### src/plwdt_consts.vh
// constants for the program loop watchdog
`ifndef PLWDT_CONSTS_VH
`define PLWDT_CONSTS_VH
`define PLWDT_ADDR_MODE      16'hFF48
`define PLWDT_ADDR_KEY       16'hFF49
`define PLWDT_MODE_RESET     8'h67
`define PLWDT_KEY_RESET      8'h9A
`define PLWDT_KEY_RESTART    8'hAC
`define PLWDT_MODE_FIXED_HI  3'h3
`define PLWDT_BIT_CLK_HI     4
`define PLWDT_BIT_CLK_LO     3
`define PLWDT_LOW_BASE_EXP   11
`define PLWDT_SYS_BASE_EXP   13
`define PLWDT_RESUME_NS      34000
`define PLWDT_CLK_PERIOD_NS  4
`define PLWDT_RESUME_CYCLES  (`PLWDT_RESUME_NS / `PLWDT_CLK_PERIOD_NS)
`define PLWDT_CNT_W          21
`endif

### src/plwdt_sync.v
// two-flop synchroniser used for reset release
module plwdt_sync (
    // clock and async reset
    input  wire mclk_i,
    input  wire rst_n_i,
    // synchronised level
    output wire q_o
);
    reg s1_r;
    reg s2_r;

    // release only after two edges
    always @(posedge mclk_i or negedge rst_n_i) begin
        if (!rst_n_i) begin
            s1_r <= 1'b0;
            s2_r <= 1'b0;
        end else begin
            s1_r <= 1'b1;
            s2_r <= s1_r;
        end
    end

    assign q_o = s2_r;
endmodule

### src/plwdt_resume.v
// settle-then-resume timer after stop mode on the system clock
`include "plwdt_consts.vh"
module plwdt_resume #(
    parameter CYCLES = `PLWDT_RESUME_CYCLES
) (
    // clock and reset
    input  wire mclk_i,
    input  wire rst_n_i,
    // control
    input  wire start_i,
    input  wire settle_i,
    // status
    output wire busy_o
);
    reg [15:0] cnt_r;

    // counts down the resume delay, then waits for oscillator settle
    always @(posedge mclk_i or negedge rst_n_i) begin
        if (!rst_n_i) begin
            cnt_r <= 16'h0000;
        end else if (start_i) begin
            cnt_r <= CYCLES[15:0];
        end else if (cnt_r != 16'h0000) begin
            cnt_r <= cnt_r - 16'h0001;
        end
    end

    assign busy_o = (cnt_r != 16'h0000) || !settle_i;
endmodule

### src/plwdt_top.v
// program loop watchdog: mode and restart-key registers, counter, reset request
// Notes on behaviour
// - mode register resets to 67H; top three bits read 0,1,1.
// - clock select 00 low-speed, 01 system clock, 1x stops.
// - interval n overflows after 2^(11+n) low or 2^(13+n) system ticks.
// - after reset count at once on low-speed clock, longest interval.
// - second mode write causes internal reset unless stopped exemption applies.
// - any mode register write clears the counter.
// - writing ACH to restart key clears counter and continues counting.
// - any other restart key value causes internal reset.
// - single-bit access to restart key causes internal reset.
// - restart key resets to and always reads 9AH.
// - first write stopping watchdog exempts later misuse from reset.
// - fixed option ignores clock select, always low-speed, never stops.
// - fixed option keeps counting in stop and resets on overflow.
// - stoppable option freezes count in halt and stop, keeps value.
// - system clock after stop waits 34 us plus settling before resuming.
// - reaching the selected interval raises internal reset.
// - watchdog reset flags bit 4 of the reset cause register.
`include "plwdt_consts.vh"
module plwdt_top #(
    parameter CNT_W         = `PLWDT_CNT_W,
    parameter RESUME_CYCLES = `PLWDT_RESUME_CYCLES
) (
    // clock and reset
    input  wire        mclk_i,
    input  wire        rst_n_i,
    // cpu register port
    input  wire [15:0] addr_i,
    input  wire        wr_i,
    input  wire        rd_i,
    input  wire        bit_op_i,
    input  wire [7:0]  wdata_i,
    output wire [7:0]  rdata_o,
    // count sources, as one-cycle tick enables
    input  wire        low_speed_osc_clock_i,
    input  wire        main_system_clock_i,
    // power modes and option
    input  wire        halt_i,
    input  wire        stop_i,
    input  wire        osc_settled_i,
    input  wire        opt_fixed_osc_i,
    // reset request and cause flag
    output wire        wdt_reset_o,
    output wire        loop_reset_flag_o
);
    wire rst_s_n;

    reg [4:0]       mode_r;
    reg             mode_written_r;
    reg             exempt_r;
    reg             fixed_r;
    reg [CNT_W-1:0] cnt_r;
    reg [CNT_W-1:0] cnt_nxt;
    reg             rst_req_r;
    reg             stop_d_r;
    reg [7:0]       rdata_r;

    wire mode_wr;
    wire key_wr;
    wire clk_hi;
    wire clk_lo;
    wire use_sys;
    wire stopped;
    wire tick;
    wire paused;
    wire misuse;
    wire overflow;
    wire resume_busy;
    wire stop_exit;
    wire cnt_clr;

    // full reset byte kept so the stored field is cut on purpose
    localparam [7:0] MODE_RST = `PLWDT_MODE_RESET;

    // overflow count for an interval and base exponent
    function [CNT_W-1:0] plwdt_limit;
        input [2:0] n;
        input       sys;
        reg   [4:0] e;
        begin
            e = {2'b00, n} + (sys ? 5'd13 : 5'd11);
            plwdt_limit = {{(CNT_W-1){1'b0}}, 1'b1} << e;
        end
    endfunction

    plwdt_sync u_sync (
        .mclk_i  (mclk_i),
        .rst_n_i (rst_n_i),
        .q_o     (rst_s_n)
    );

    // system-clock resume delay after stop
    assign stop_exit = stop_d_r && !stop_i;

    plwdt_resume #(
        .CYCLES (RESUME_CYCLES)
    ) u_resume (
        .mclk_i   (mclk_i),
        .rst_n_i  (rst_s_n),
        .start_i  (stop_exit && use_sys),
        .settle_i (osc_settled_i),
        .busy_o   (resume_busy)
    );

    assign mode_wr = wr_i && (addr_i == `PLWDT_ADDR_MODE);
    assign key_wr  = wr_i && (addr_i == `PLWDT_ADDR_KEY);

    // fixed option forces low-speed and running
    assign clk_hi  = fixed_r ? 1'b0 : mode_r[`PLWDT_BIT_CLK_HI];
    assign clk_lo  = fixed_r ? 1'b0 : mode_r[`PLWDT_BIT_CLK_LO];
    assign stopped = clk_hi;
    assign use_sys = !clk_hi && clk_lo;

    // fixed option never pauses; stoppable pauses in halt, stop, and resume
    assign paused = !fixed_r && (halt_i || stop_i || (use_sys && resume_busy));
    assign tick   = !stopped && !paused &&
                    (use_sys ? main_system_clock_i : low_speed_osc_clock_i);

    // misuse: second mode write, bad key, bit access to key
    assign misuse = !exempt_r && ((mode_wr && mode_written_r) ||
                    (key_wr && (bit_op_i || wdata_i != `PLWDT_KEY_RESTART)));

    // a restart in the overflow cycle wins, so a timely restart never resets
    assign cnt_clr  = mode_wr || (key_wr && wdata_i == `PLWDT_KEY_RESTART && !bit_op_i);
    assign overflow = tick && !cnt_clr &&
                      (cnt_r + {{(CNT_W-1){1'b0}}, 1'b1} >= plwdt_limit(mode_r[2:0], use_sys));

    // mode register and one-shot guard; option caught after release
    always @(posedge mclk_i or negedge rst_s_n) begin
        if (!rst_s_n) begin
            mode_r         <= MODE_RST[4:0];
            mode_written_r <= 1'b0;
            exempt_r       <= 1'b0;
            fixed_r        <= 1'b1;
        end else begin
            if (!mode_written_r && !mode_wr) begin
                fixed_r <= opt_fixed_osc_i;
            end
            if (mode_wr && !mode_written_r) begin
                mode_r         <= wdata_i[4:0];
                mode_written_r <= 1'b1;
                exempt_r       <= !fixed_r && wdata_i[`PLWDT_BIT_CLK_HI];
            end
        end
    end

    // counter: cleared by mode write or good key, else counts ticks
    always @* begin
        cnt_nxt = cnt_r;
        if (mode_wr) begin
            cnt_nxt = {CNT_W{1'b0}};
        end else if (key_wr && wdata_i == `PLWDT_KEY_RESTART && !bit_op_i) begin
            cnt_nxt = {CNT_W{1'b0}};
        end else if (tick) begin
            cnt_nxt = cnt_r + {{(CNT_W-1){1'b0}}, 1'b1};
        end
    end

    // reset request held until the external reset controller resets us
    always @(posedge mclk_i or negedge rst_s_n) begin
        if (!rst_s_n) begin
            cnt_r     <= {CNT_W{1'b0}};
            rst_req_r <= 1'b0;
            stop_d_r  <= 1'b0;
            rdata_r   <= 8'h00;
        end else begin
            cnt_r    <= cnt_nxt;
            stop_d_r <= stop_i;
            if (misuse || overflow) begin
                rst_req_r <= 1'b1;
            end
            // key register always reads its reset value
            if (rd_i && addr_i == `PLWDT_ADDR_MODE) begin
                rdata_r <= {`PLWDT_MODE_FIXED_HI, mode_r};
            end else if (rd_i && addr_i == `PLWDT_ADDR_KEY) begin
                rdata_r <= `PLWDT_KEY_RESET;
            end else begin
                rdata_r <= 8'h00;
            end
        end
    end

    assign rdata_o           = rdata_r;
    assign wdt_reset_o       = rst_req_r;
    assign loop_reset_flag_o = rst_req_r;
endmodule

### config.mk
export PLATFORM = sky130hd
export DESIGN_NAME = plwdt_top
export DESIGN_NICKNAME = d
export VERILOG_FILES = /design/src/plwdt_sync.v /design/src/plwdt_resume.v /design/src/plwdt_top.v
export VERILOG_INCLUDE_DIRS = /design/src
export SDC_FILE = /design/constraint.sdc
export NUM_CORES = 1
export LEC_CHECK = 0
export BUFFER_PORTS_ARGS = -buffer_cell sky130_fd_sc_hd__buf_2
export CAP_MARGIN = 25
export CORE_MARGIN = 3
export CORE_UTILIZATION = 45
export DETAILED_ROUTE_END_ITERATION = 7
export GPL_ROUTABILITY_DRIVEN = 0
export PLACE_DENSITY = 0.7
export SYNTH_ARGS = -nofsm -noshare
export SYNTH_HDL_FRONTEND = slang
export SYNTH_HIERARCHICAL = 1
export SYNTH_SLANG_ARGS = --single-unit
### constraint.sdc
create_clock -name mclk_i -period 3 [get_ports mclk_i]
set_clock_uncertainty 0.2 [all_clocks]
set_input_delay 0.3 -clock mclk_i [delete_from_list [all_inputs] [get_ports mclk_i]]
set_output_delay 0.3 -clock mclk_i [all_outputs]
set_load 0.02 [all_outputs]
==> results.md, run 1 <==
- Number of synthesized flops with an enable pin: 0
- DPL Wire Length: 6.025 mm
- 1st-pass router iterations: 5
- Synth unique cells: 57
- Die W: 96.11 µm
- Synth Flop Type: dfrtp_1
- # port buffers: 44
- Tot GR Track Use: 18.45%
- CTS max path bufs: 2
- RSZ-0062 raised after global routing: true
- CP Data Required Time: 2.97 ns
- Seq cells post-synth: 56
- TritonCTS Sinks: 56
- Post-DP Area: 4204 µm²
- Fill cells: 668
- Post-Syn Instances: 396
- PD cells: 506.1 nW/µm²
- DR vias/cell: 5.346
- Die ar.: 9236 µm²
- NetSw: 0.7101 mW
- Clock root buffer: clkbuf_8
- Failing checks: setup timing
- Worst path depth: 14
- CP max stage cell: fa_2
- Final std cells w/o fill: 572
- Seq/Total Area, Yosys: 38.49%
- Critical Path Start Type: flop
- Comb pwr share: 28.7%
- Kind of critical path: flop to flop
- Synth-to-Final Area Change: 21.23%
- F_max: 0.3064 GHz
- Hold Path Depth: 2
- Clock transition at path regs: 0.10 ns
- CP arrival: 3.24 ns
- Int Pwr: 1.532 mW
- Most common cell after layout, fill and taps aside: nor2_1
- P_leak: 1.925 nW
- Via count: 3058
- Min Tclk post-route: 3.263 ns
- # rows: 32
- VDD IR max: 0.3064 mV
- TritonCTS clock tree: yes
- Max stage delay on crit path: 0.56 ns
- Final Max Tran Viols: 0
- Die H: 96.11 µm
- Cell count after placement: 561
- IO Pins: 45
- Max transition margin: 60.30%
- Worst Path Max Fanout: 6
- Buf/Inv on CP: 1
- PnR worst setup slack: -0.2633 ns
- Layout cell share with drive strength beyond 1: 26.81%
- Core area: 7807 µm²
- Register-to-Register Path Depth: 14
- Starting Density: 46.79%
- Ys Warns: 6
- Vias in the first global route: 3030
- Remaining DRCs: 0
- Cell chain of the critical path: nor3b_4, inv_2, ha_4, a21oi_4, fa_2, nor2b_4, nand2_1, ha_4, a21o_1, a21o_1, a21oi_1, o21ai_1, a21oi_1, o31ai_1
- Clock latency at the later pin of the worst-skew pair: 0.30 ns
- GRT overflow: 0
- # H-tree levels: 2
- Status: finished, violations left
- CTS Buf Count: 5
- Seq pwr share: 45.8%
- Final ANT Viol Nets: 0
- Overall Power: 2.242 mW
- Max-Cap Viols: 0
- Initial antenna violation count: 0
- First-pass GRT wire length: 13.60 mm
- Worst-Margin Slew: 0.5955 ns
- Largest net degree at the start of global routing: 29
- Final setup fails: 1
- Fin area: 4429 µm²
- Sw Ratio: 31.67%
- Post-Place Worst Slack: -0.2981 ns
- Final WL: 7.938 mm
- Crit-path leading delay family: adder cells
- Ys async rst share: 100.0%
- Final hold vios: 0
- Syn Area/Cell: 9.226 µm²
- Most frequent cells in the layout: nor2_1 (53), dfrtp_1 (51), nand2_1 (46)
- Syn_nets: 457
- Synth Cell Area: 3654 µm²
- Post-route clock period utilization: 108.8%
- DRC marker count from the first detailed-route iteration: 121
- HP Class: primary input to flop
- Routed len/inst: 13.88 µm
- Worst setup EP type: flop
- Diodes inserted: 0
- Setup_tns: -0.2633 ns
- Layout net count: 530
- Clock network power share: 25.6%
through the flow:
stage	hold slack, ns	util, %
finish	0.03141	56.73
global route	0.02821	56.73
CTS	0.02123	55.93
detailed placement	-0.1120	53.85
global placement	-0.1150	53.85
floorplan	-0.1956	-
Yosys cell counts (4+ instances only):
cell type	instances	share of area (%)
nor2b_1	5	0.86
mux2_2	6	1.8
nor4_1	4	0.68
and3_1	4	0.68
or3_1	5	0.86
a21oi_1	22	3.0
dfrtp_1	52	36
dfstp_2	4	2.9
nand3_1	13	1.8
xnor2_1	30	7.2
ha_1	25	8.6
clkbuf_1	6	0.62
inv_1	9	0.92
o31ai_1	6	1.2
and2_1	4	0.68
o21ai_0	14	1.9
nand2_1	47	4.8
nand4_1	12	2.1
xor2_1	8	1.9
nor3_1	9	1.2
nor2_1	54	5.5
repair_timing:
item / 4_1_cts / 5_1_grt
hold buffers: 2 / 0
gates resized for setup: 4 / 11
endpoints found under the hold margin: 3 / 0
buffers inserted: 1 / 0
endpoints found under the setup margin: 2 / 19
pin swaps: 7 / 6
logic make-up (layout without fill, tap and decap cells):
| group | count (synthesis) | in the layout | synth area share (%) |
|---|---|---|---|
| flops | 56 | 56 | 38.49 |
| compound gates | 56 | 56 | 9.418 |
| xor+xnor | 38 | 38 | 9.110 |
| mux | 9 | 9 | 2.671 |
| buf+inv | 20 | 94 | 2.534 |
| other cells | 1 | 1 | 0.1026 |
| simple gates | 190 | 190 | 28.56 |
| fa+ha+maj | 26 | 26 | 9.110 |
flip-flops by register name, summed over array words and instances, names as in the netlist:
register	count
cnt_r	21
rdata_o	7
mode_written_r	1
u_sync/q_o	1
u_sync/s1_r	1
exempt_r	1
mode_r	5
stop_d_r	1
u_resume/cnt_r	16
fixed_r	1
loop_reset_flag_o	1
worst paths after layout:
| check | from | end | slack [ns] |
|---|---|---|---|
| worst max-delay path | mode_r[4] | loop_reset_flag_o | -0.26 |
| worst min-delay path | opt_fixed_osc_i | fixed_r | 0.03 |
| worst max register to register | mode_r[4] | loop_reset_flag_o | -0.26 |
| worst min register to register | u_sync/q_o | u_resume/cnt_r[11] | 0.07 |
| max in group asynchronous | u_sync/q_o | mode_r[0] | 1.71 |
| min in group asynchronous | u_sync/q_o | u_resume/cnt_r[11] | 0.07 |
power by group through the flow:
| stage | sequential, mW | clock (mW) | combinational [mW] |
|---|---|---|---|
| 3_5_place_dp | 1.04 | 0 | 0.589 |
| 5_1_grt | 1.05 | 0.628 | 0.719 |
| 2_1_floorplan | 1.02 | 0 | 0.406 |
| 4_1_cts | 1.03 | 0.592 | 0.606 |
| 6_report | 1.03 | 0.573 | 0.642 |
| 3_3_place_gp | 1.03 | 0 | 0.567 |
layout make-up:
| cell class | instances | area [µm²] | share of cell area, % |
|---|---|---|---|
| multi-input cells | 320 | 2255 | 50.90 |
| clock inverters | 2 | 60.06 | 1.356 |
| flip-flops and latches | 56 | 1408 | 31.78 |
| clock buffers | 6 | 72.57 | 1.638 |
| well taps | 102 | 127.6 | 2.881 |
| inverters | 9 | 33.78 | 0.7627 |
| repair buffers | 77 | 473.0 | 10.68 |
per-layer routing:
layer | global-route usage [%] | share of wire (%) | vias to the layer above | wire [µm]
li1 | - | - | 1543 | -
met1 | 23.65 | 45 | 1473 | 3581
met2 | 32.55 | 51 | 40 | 4059
met3 | 3.206 | 3.3 | 2 | 265
met4 | 3.673 | 0.39 | 0 | 31
met5 | 0 | 0 | - | 0
(Power assumes the default switching activity.)
==> run 2: changes to the inputs <==
Settings changed: ABC_AREA set to 1.
==> run 2 against run 1 <==
The flow still finishes with violations (setup timing). Critical path depth increased by 5. Clock power down 25%. Utilization is 0.47 points lower. Combinational power decreased by 46%. Largest cell class unchanged. Largest power group unchanged.
==> results.md, run 2 <==
- PnR worst setup slack: -0.1407 ns (+0.1227 ns)
- Post-synthesis simple-gate area fraction: 42.48% (+14 points)
- Core area: 8848 µm² (+13%)
- Clock root buffer: clkbuf_8
- Synth Flop Type: dfrtp_1
- Synth area leaders: dfrtp_1 (31%), nand2_1 (21%), nor2_1 (8.5%)
- Largest register by flop count: cnt_r
- DR vias/cell: 4.945 (-7.5%)
- Synth top cells by count: nand2_1 (236), nor2_1 (94), inv_1 (63)
- CTS Buf Count: 5 (unchanged)
- Min Tclk post-route: 3.141 ns (-0.1227 ns)
- Number of synthesized flops with an enable pin: 0 (unchanged)
- Status: finished, violations left
- Hold_ws: 0.01645 ns (-0.01496 ns)
- Final Max Tran Viols: 0 (unchanged)
- Via count: 3887 (+27%)
- Clock latency at the later pin of the worst-skew pair: 0.32 ns (+0.02 ns)
- Post-route clock period utilization: 104.7% (-4.1 points)
- CP dominant cell by count: nand2_1
- Worst setup EP type: flop
- Syn Area/Cell: 6.701 µm² (-27%)
- Vias in the first global route: 3753 (+24%)
- Layout cell share with drive strength beyond 1: 23.60% (-3.2 points)
- 1st-pass router iterations: 4 (-1)
- VDD IR max: 0.2048 mV (-33%)
- Setup_tns: -0.1407 ns (+0.1227 ns)
- Worst-Margin Slew: 0.5591 ns (-0.03640 ns)
- Synth-to-Final Area Change: 20.21%
- Cell chain of the critical path: inv_2, nand3_4, ha_4, nand2_4, inv_2, nor2_4, fa_2, clkinv_4, nor2_4, nand2_2, ha_4, nand2_1, nor2_1, nand2_1, nor2_1, nand3_1, nand4_1, nand2_1, nand2_1
- DPL Wire Length: 7.408 mm (+23%)
- Routed len/inst: 12.08 µm (-13%)
- Post-synthesis mux area share: 0% (-2.7 points)
- Seq/Total Area, Yosys: 33.96% (-4.5 points)
- Die ar.: 10390 µm² (+13%)
- Most common cell after layout, fill and taps aside: nand2_1
- F_max: 0.3184 GHz (+3.9%)
- Clock transition at path regs: 0.11 ns (about the same)
- Xor/xnor share of the synthesized area: 4.169% (-4.9 points)
- CTS max path bufs: 2 (unchanged)
- Critical Path Start Type: flop
- TritonCTS Sinks: 56 (unchanged)
- PD cells: 321.8 nW/µm² (-36%)
- Post-synthesis adder-cell area fraction: 8.036% (-1.1 points)
- Final ANT Viol Nets: 0 (unchanged)
- Final Util: 56.26% (-0.47 points)
- First-pass GRT wire length: 16.44 mm (+21%)
- Post-Syn Instances: 618 (+56%)
- Final WL: 9.496 mm (+20%)
- Top cell type's share of synthesized area: 31.42% (-4.2 points)
- Initial antenna violation count: 0 (unchanged)
- # rows: 34 (+6.3%)
- P_leak: 2.688 nW (+40%)
- Synth Cell Area: 4141 µm² (+13%)
- HP Class: primary input to flop
- Largest family of logic cells by synthesized area: simple AND/OR/NAND/NOR gates
- Kind of critical path: flop to flop
- Final std cells w/o fill: 786 (+37%)
- GRT overflow: 0 (unchanged)
- Most frequent cells in the layout: nand2_1 (221), nor2_1 (81), inv_1 (61)
- Synth unique cells: 39 (-32%)
- Leading area contributor after synthesis: dfrtp_1
- Max reg flops: 21 (unchanged)
- IO Pins: 45 (unchanged)
- Ys Warns: 6 (unchanged)
- CP arrival: 3.20 ns (-0.04 ns)
- Worst Path Max Fanout: 6 (unchanged)
- Reg area: 1408 µm² (unchanged)
- CP Data Required Time: 3.06 ns (+0.09 ns)
- # H-tree levels: 2 (unchanged)
- TritonCTS clock tree: yes
- Failing checks: setup timing
- # port buffers: 44 (unchanged)
- Remaining DRCs: 0 (unchanged)
- Cell count after placement: 775 (+38%)
- Layout net count: 738 (+39%)
- RSZ-0062 raised after global routing: true
- Final setup fails: 1 (unchanged)
- Largest net degree at the start of global routing: 31 (+6.9%)
- Die H: 101.9 µm (+6.1%)
- Ys async rst share: 100.0% (unchanged)
- Diodes inserted: 0 (unchanged)
- Final hold vios: 0 (unchanged)
- Count leader, synth: nand2_1
- Max transition margin: 62.73% (+2.4 points)
- Overall Power: 1.602 mW (-29%)
- Syn_nets: 679 (+49%)
- Max stage delay on crit path: 0.62 ns (+0.06 ns)
- Synth Area in Compound Gates: 2.991% (-6.4 points)
- Starting Density: 46.80% (about the same)
- CP max stage cell: fa_2
- Tot GR Track Use: 19.45% (+1.0 points)
- Die W: 101.9 µm (+6.1%)
- Seq cells post-synth: 56 (unchanged)
- DRC marker count from the first detailed-route iteration: 161 (+33%)
- Fill cells: 842 (+26%)
- Area of the multi-input gates: 2706 µm² (+20%)
- Max-Cap Viols: 0 (unchanged)
-- run 2: cell count changes in the layout (fill, tap and decap cells not counted), sizes merged, moves of 18 or more --
cell and change:
buf -18, inv +66, nand2 +194, nand3 +23
nor2 +56, xnor2 -24
-- run 2: critical path, delay by kind of cell (launching register included) --
family,cells,cell delay [ns]
DFF,1,0.39
and+or+nand+nor,13,1.04
buffers and inverters,3,0.26
adders and majority gates,3,1.18
-- run 2: cells by family (layout without fill, tap and decap cells) --
kind of cell,after synthesis,in the layout
and+or+nand+nor,409,409
buffers and inverters,85,145
DFF,56,56
adders and majority gates,26,26
AOI/OAI and AO/OA,23,23
xor gates and xnor gates,18,18
other,1,1
-- run 2: repair_timing --
action	in CTS	in global routing
pin swaps	4	11
hold endpoints to repair	3	0
resized for setup	8	39
endpoints found under the setup margin	1	1
buffers inserted	1	0
cloned	0	0
hold buffers	2	0
-- run 2: final timing paths --
check | startpoint | end | slack [ns] | cells after the start
hold / removal | wdata_i[0] | mode_r[0] | 0.02 | 3
setup / recovery | mode_r[4] | loop_reset_flag_o | -0.14 | 19
hold reg to reg | u_sync/q_o | mode_r[3] | 0.07 | 0
setup reg to reg | mode_r[4] | loop_reset_flag_o | -0.14 | 19
max in group asynchronous | u_sync/q_o | cnt_r[4] | 1.74 | 1
min in group asynchronous | u_sync/q_o | mode_r[3] | 0.07 | 0
-- run 2: per-stage QoR --
step           worst slack (ns)  instance area, µm²
3_5_place_dp            -0.1126                4616
2_1_floorplan          0.001004                4214
6_report                -0.1407                4979
5_1_grt                 -0.3536                4979
3_3_place_gp           -0.08846                4616
4_1_cts                 -0.1068                4757
-- run 2: area by class of cell --
class                           count  area share (%)
Clock buffer                        6           1.458
Clock inverter                      2          0.3267
Inverter                           78           6.082
Multi-Input combinational cell    477           54.36
Sequential cell                    56           28.27
Tap cell                          108           2.714
Timing Repair Buffer               59           6.786
-- run 2: where the power goes --
part           total, mW  internal [mW]  switching [mW]
Combinational      0.346          0.152           0.194
Clock              0.428          0.167           0.261
Sequential         0.829          0.785          0.0436
-- run 2: per-layer routing --
metal  global-route usage, %  vias to the layer above  wire, µm
li1                        -                     2013         -
met1                   24.24                     1777      4361
met2                   34.15                       78      4625
met3                   3.208                       19       325
met4                   6.660                        0       183
met5                       0                        -         0
==> run 3: changes to the inputs <==
Settings changed: CTS_BUF_LIST set to sky130_fd_sc_hd__clkbuf_4 sky130_fd_sc_hd__clkbuf_8.
==> run 3 against run 2 <==
The run still ends with setup timing left. First-iteration DRC count is 4.3% lower. Sequential share of layout area hardly changed. Global-route usage stayed put. Sequential power hardly changed. Critical path type unchanged.
==> results.md, run 3 (synthesized netlist as in run 2, its figures left out) <==
- Status: finished, violations left
- Failing checks: setup timing
- Fin area: 4982 µm² (about the same)
- Starting Density: 46.80% (unchanged)
- Clock latency at the later pin of the worst-skew pair: 0.32 ns (about the same)
- Hold EP: mode_r[0]
- DPL Wire Length: 7.408 mm (unchanged)
- Post-route clock period utilization: 104.8% (about the same)
- Post-Place Worst Slack: -0.1126 ns (unchanged)
- Die ar.: 10390 µm² (unchanged)
- Worst R2R End: loop_reset_flag_o
- Remaining DRCs: 0 (unchanged)
- Final ANT Viol Nets: 0 (unchanged)
- Initial antenna violation count: 0 (unchanged)
- F_max: 0.3181 GHz (about the same)
- Fill cells: 840 (-0.24%)
- Worst Path Max Fanout: 6 (unchanged)
- Routed len/inst: 12.10 µm (+0.18%)
- Max reg flops: 21 (unchanged)
- Worst-Margin Slew: 0.5599 ns (+0.0007875 ns)
- Area of the multi-input gates: 2706 µm² (unchanged)
- CTS Buf Count: 5 (unchanged)
- Critical Path Start Type: flop
- TritonCTS clock tree: yes
- Worst R2R Start: mode_r[4]
- Tot GR Track Use: 19.45% (unchanged)
- Largest register by flop count: cnt_r
- Hold_sp: wdata_i[0]
- Final setup fails: 1 (unchanged)
- First-pass GRT wire length: 16.45 mm (about the same)
- TritonCTS Sinks: 56 (unchanged)
- Via count: 3876 (-0.28%)
- PnR worst setup slack: -0.1433 ns (-0.002588 ns)
- Register-to-Register Path Depth: 19 (unchanged)
- P_leak: 2.691 nW (+0.13%)
- Max-Cap Viols: 0 (unchanged)
- DRC marker count from the first detailed-route iteration: 154 (-4.3%)
- Post-DP Area: 4616 µm² (unchanged)
- IO Pins: 45 (unchanged)
- DR vias/cell: 4.931 (-0.28%)
- Final WL: 9.513 mm (+0.18%)
- VDD IR max: 0.2068 mV (+0.97%)
- Clock root buffer: clkbuf_8
- CTS max path bufs: 2 (unchanged)
- RSZ-0062 raised after global routing: true
- Hold Path Depth: 3 (unchanged)
- Reg2Reg Setup Slack: -0.14 ns (about the same)
- # rows: 34 (unchanged)
- # H-tree levels: 2 (unchanged)
- Clock transition at path regs: 0.11 ns (about the same)
- Die W: 101.9 µm (unchanged)
- Most frequent cells in the layout: nand2_1 (221), nor2_1 (81), inv_1 (61)
- Largest net degree at the start of global routing: 31 (unchanged)
- Max transition margin: 62.67% (about the same)
- Worst setup EP type: flop
- Layout net count: 738 (unchanged)
- Setup_tns: -0.1433 ns (-0.002588 ns)
- Final Max Tran Viols: 0 (unchanged)
- Kind of critical path: flop to flop
- Synth-to-Final Area Change: 20.30% (about the same)
- Core area: 8848 µm² (unchanged)
- Vias in the first global route: 3752 (-0.027%)
- Die H: 101.9 µm (unchanged)
- Overall Power: 1.612 mW (+0.63%)
- CP arrival: 3.20 ns (about the same)
- HP Class: primary input to flop
- CP Data Required Time: 3.06 ns (about the same)
- Most common cell after layout, fill and taps aside: nand2_1
- PD cells: 323.6 nW/µm² (+0.55%)
- # port buffers: 44 (unchanged)
- 1st-pass router iterations: 5 (+1)
- Min Tclk post-route: 3.143 ns (+0.002588 ns)
- Hold_ws: 0.01468 ns (-0.001772 ns)
- GRT overflow: 0 (unchanged)
- Final hold vios: 0 (unchanged)
- Reg area: 1408 µm² (unchanged)
- Layout cell share with drive strength beyond 1: 23.75% (+0.15 points)
- Diodes inserted: 0 (unchanged)
[run 3: cell types whose count changed in the layout (fill, tap and decap cells not counted)]
cell,change
clkbuf_4,+1
clkbuf_1,-1
[run 3: metal layers]
layer	global-route usage (%)	share of wire, %
met4	6.660	1.9
met3	3.208	3.2
met2	34.05	49
met5	0	0
met1	24.33	46
[run 3: final cells by class]
class | instances | share of cell area [%]
sequential | 56 | 28.25
clock inverter | 2 | 0.3265
tap | 108 | 2.712
clock buffer | 6 | 1.532
inverter | 78 | 6.077
timing repair buffer | 59 | 6.781
multi-input combinational | 477 | 54.32
[run 3: how the worst max path moves through the flow]
stage,from,endpoint,slack [ns],depth (start not counted)
finish,mode_r[4],loop_reset_flag_o,-0.14,19
global route,mode_r[4],loop_reset_flag_o,-0.35,20
CTS,fixed_r,loop_reset_flag_o,-0.11,22
detailed placement,fixed_r,loop_reset_flag_o,-0.11,18
global placement,mode_r[4],loop_reset_flag_o,-0.09,19
floorplan,mode_r[4],loop_reset_flag_o,0.001,19
[run 3: timing repair]
action	in CTS	in global routing
buffers inserted	1	0
setup endpoints to repair	1	1
hold buffers	2	0
resized for setup	8	39
hold endpoints to repair	3	0
pin swaps	4	11
[run 3: worst max-delay path: stages (launching register included)]
cell and delay, ns:
dfrtp_1 0.39, inv_2 0.07, nand3_4 0.08, ha_4 0.28, nand2_4 0.04, inv_2 0.06, nor2_4 0.04, fa_2 0.62
clkinv_4 0.13, nor2_4 0.17, nand2_2 0.10, ha_4 0.28, nand2_1 0.05, nor2_1 0.11, nand2_1 0.06, nor2_1 0.10
nand3_1 0.07, nand4_1 0.09, nand2_1 0.06, nand2_1 0.07
[run 3: where the power goes]
group	switching, mW	internal [mW]
clock network	0.262	0.176
registers	0.0436	0.785
logic	0.194	0.152
total	0.499	1.11
[run 3: metrics by stage]
stage          instances  utilization [%]
6_report             786            56.31
5_1_grt              786            56.31
4_1_cts              786            53.80
3_5_place_dp         775            52.16
3_3_place_gp         775            52.16
2_1_floorplan        618                -
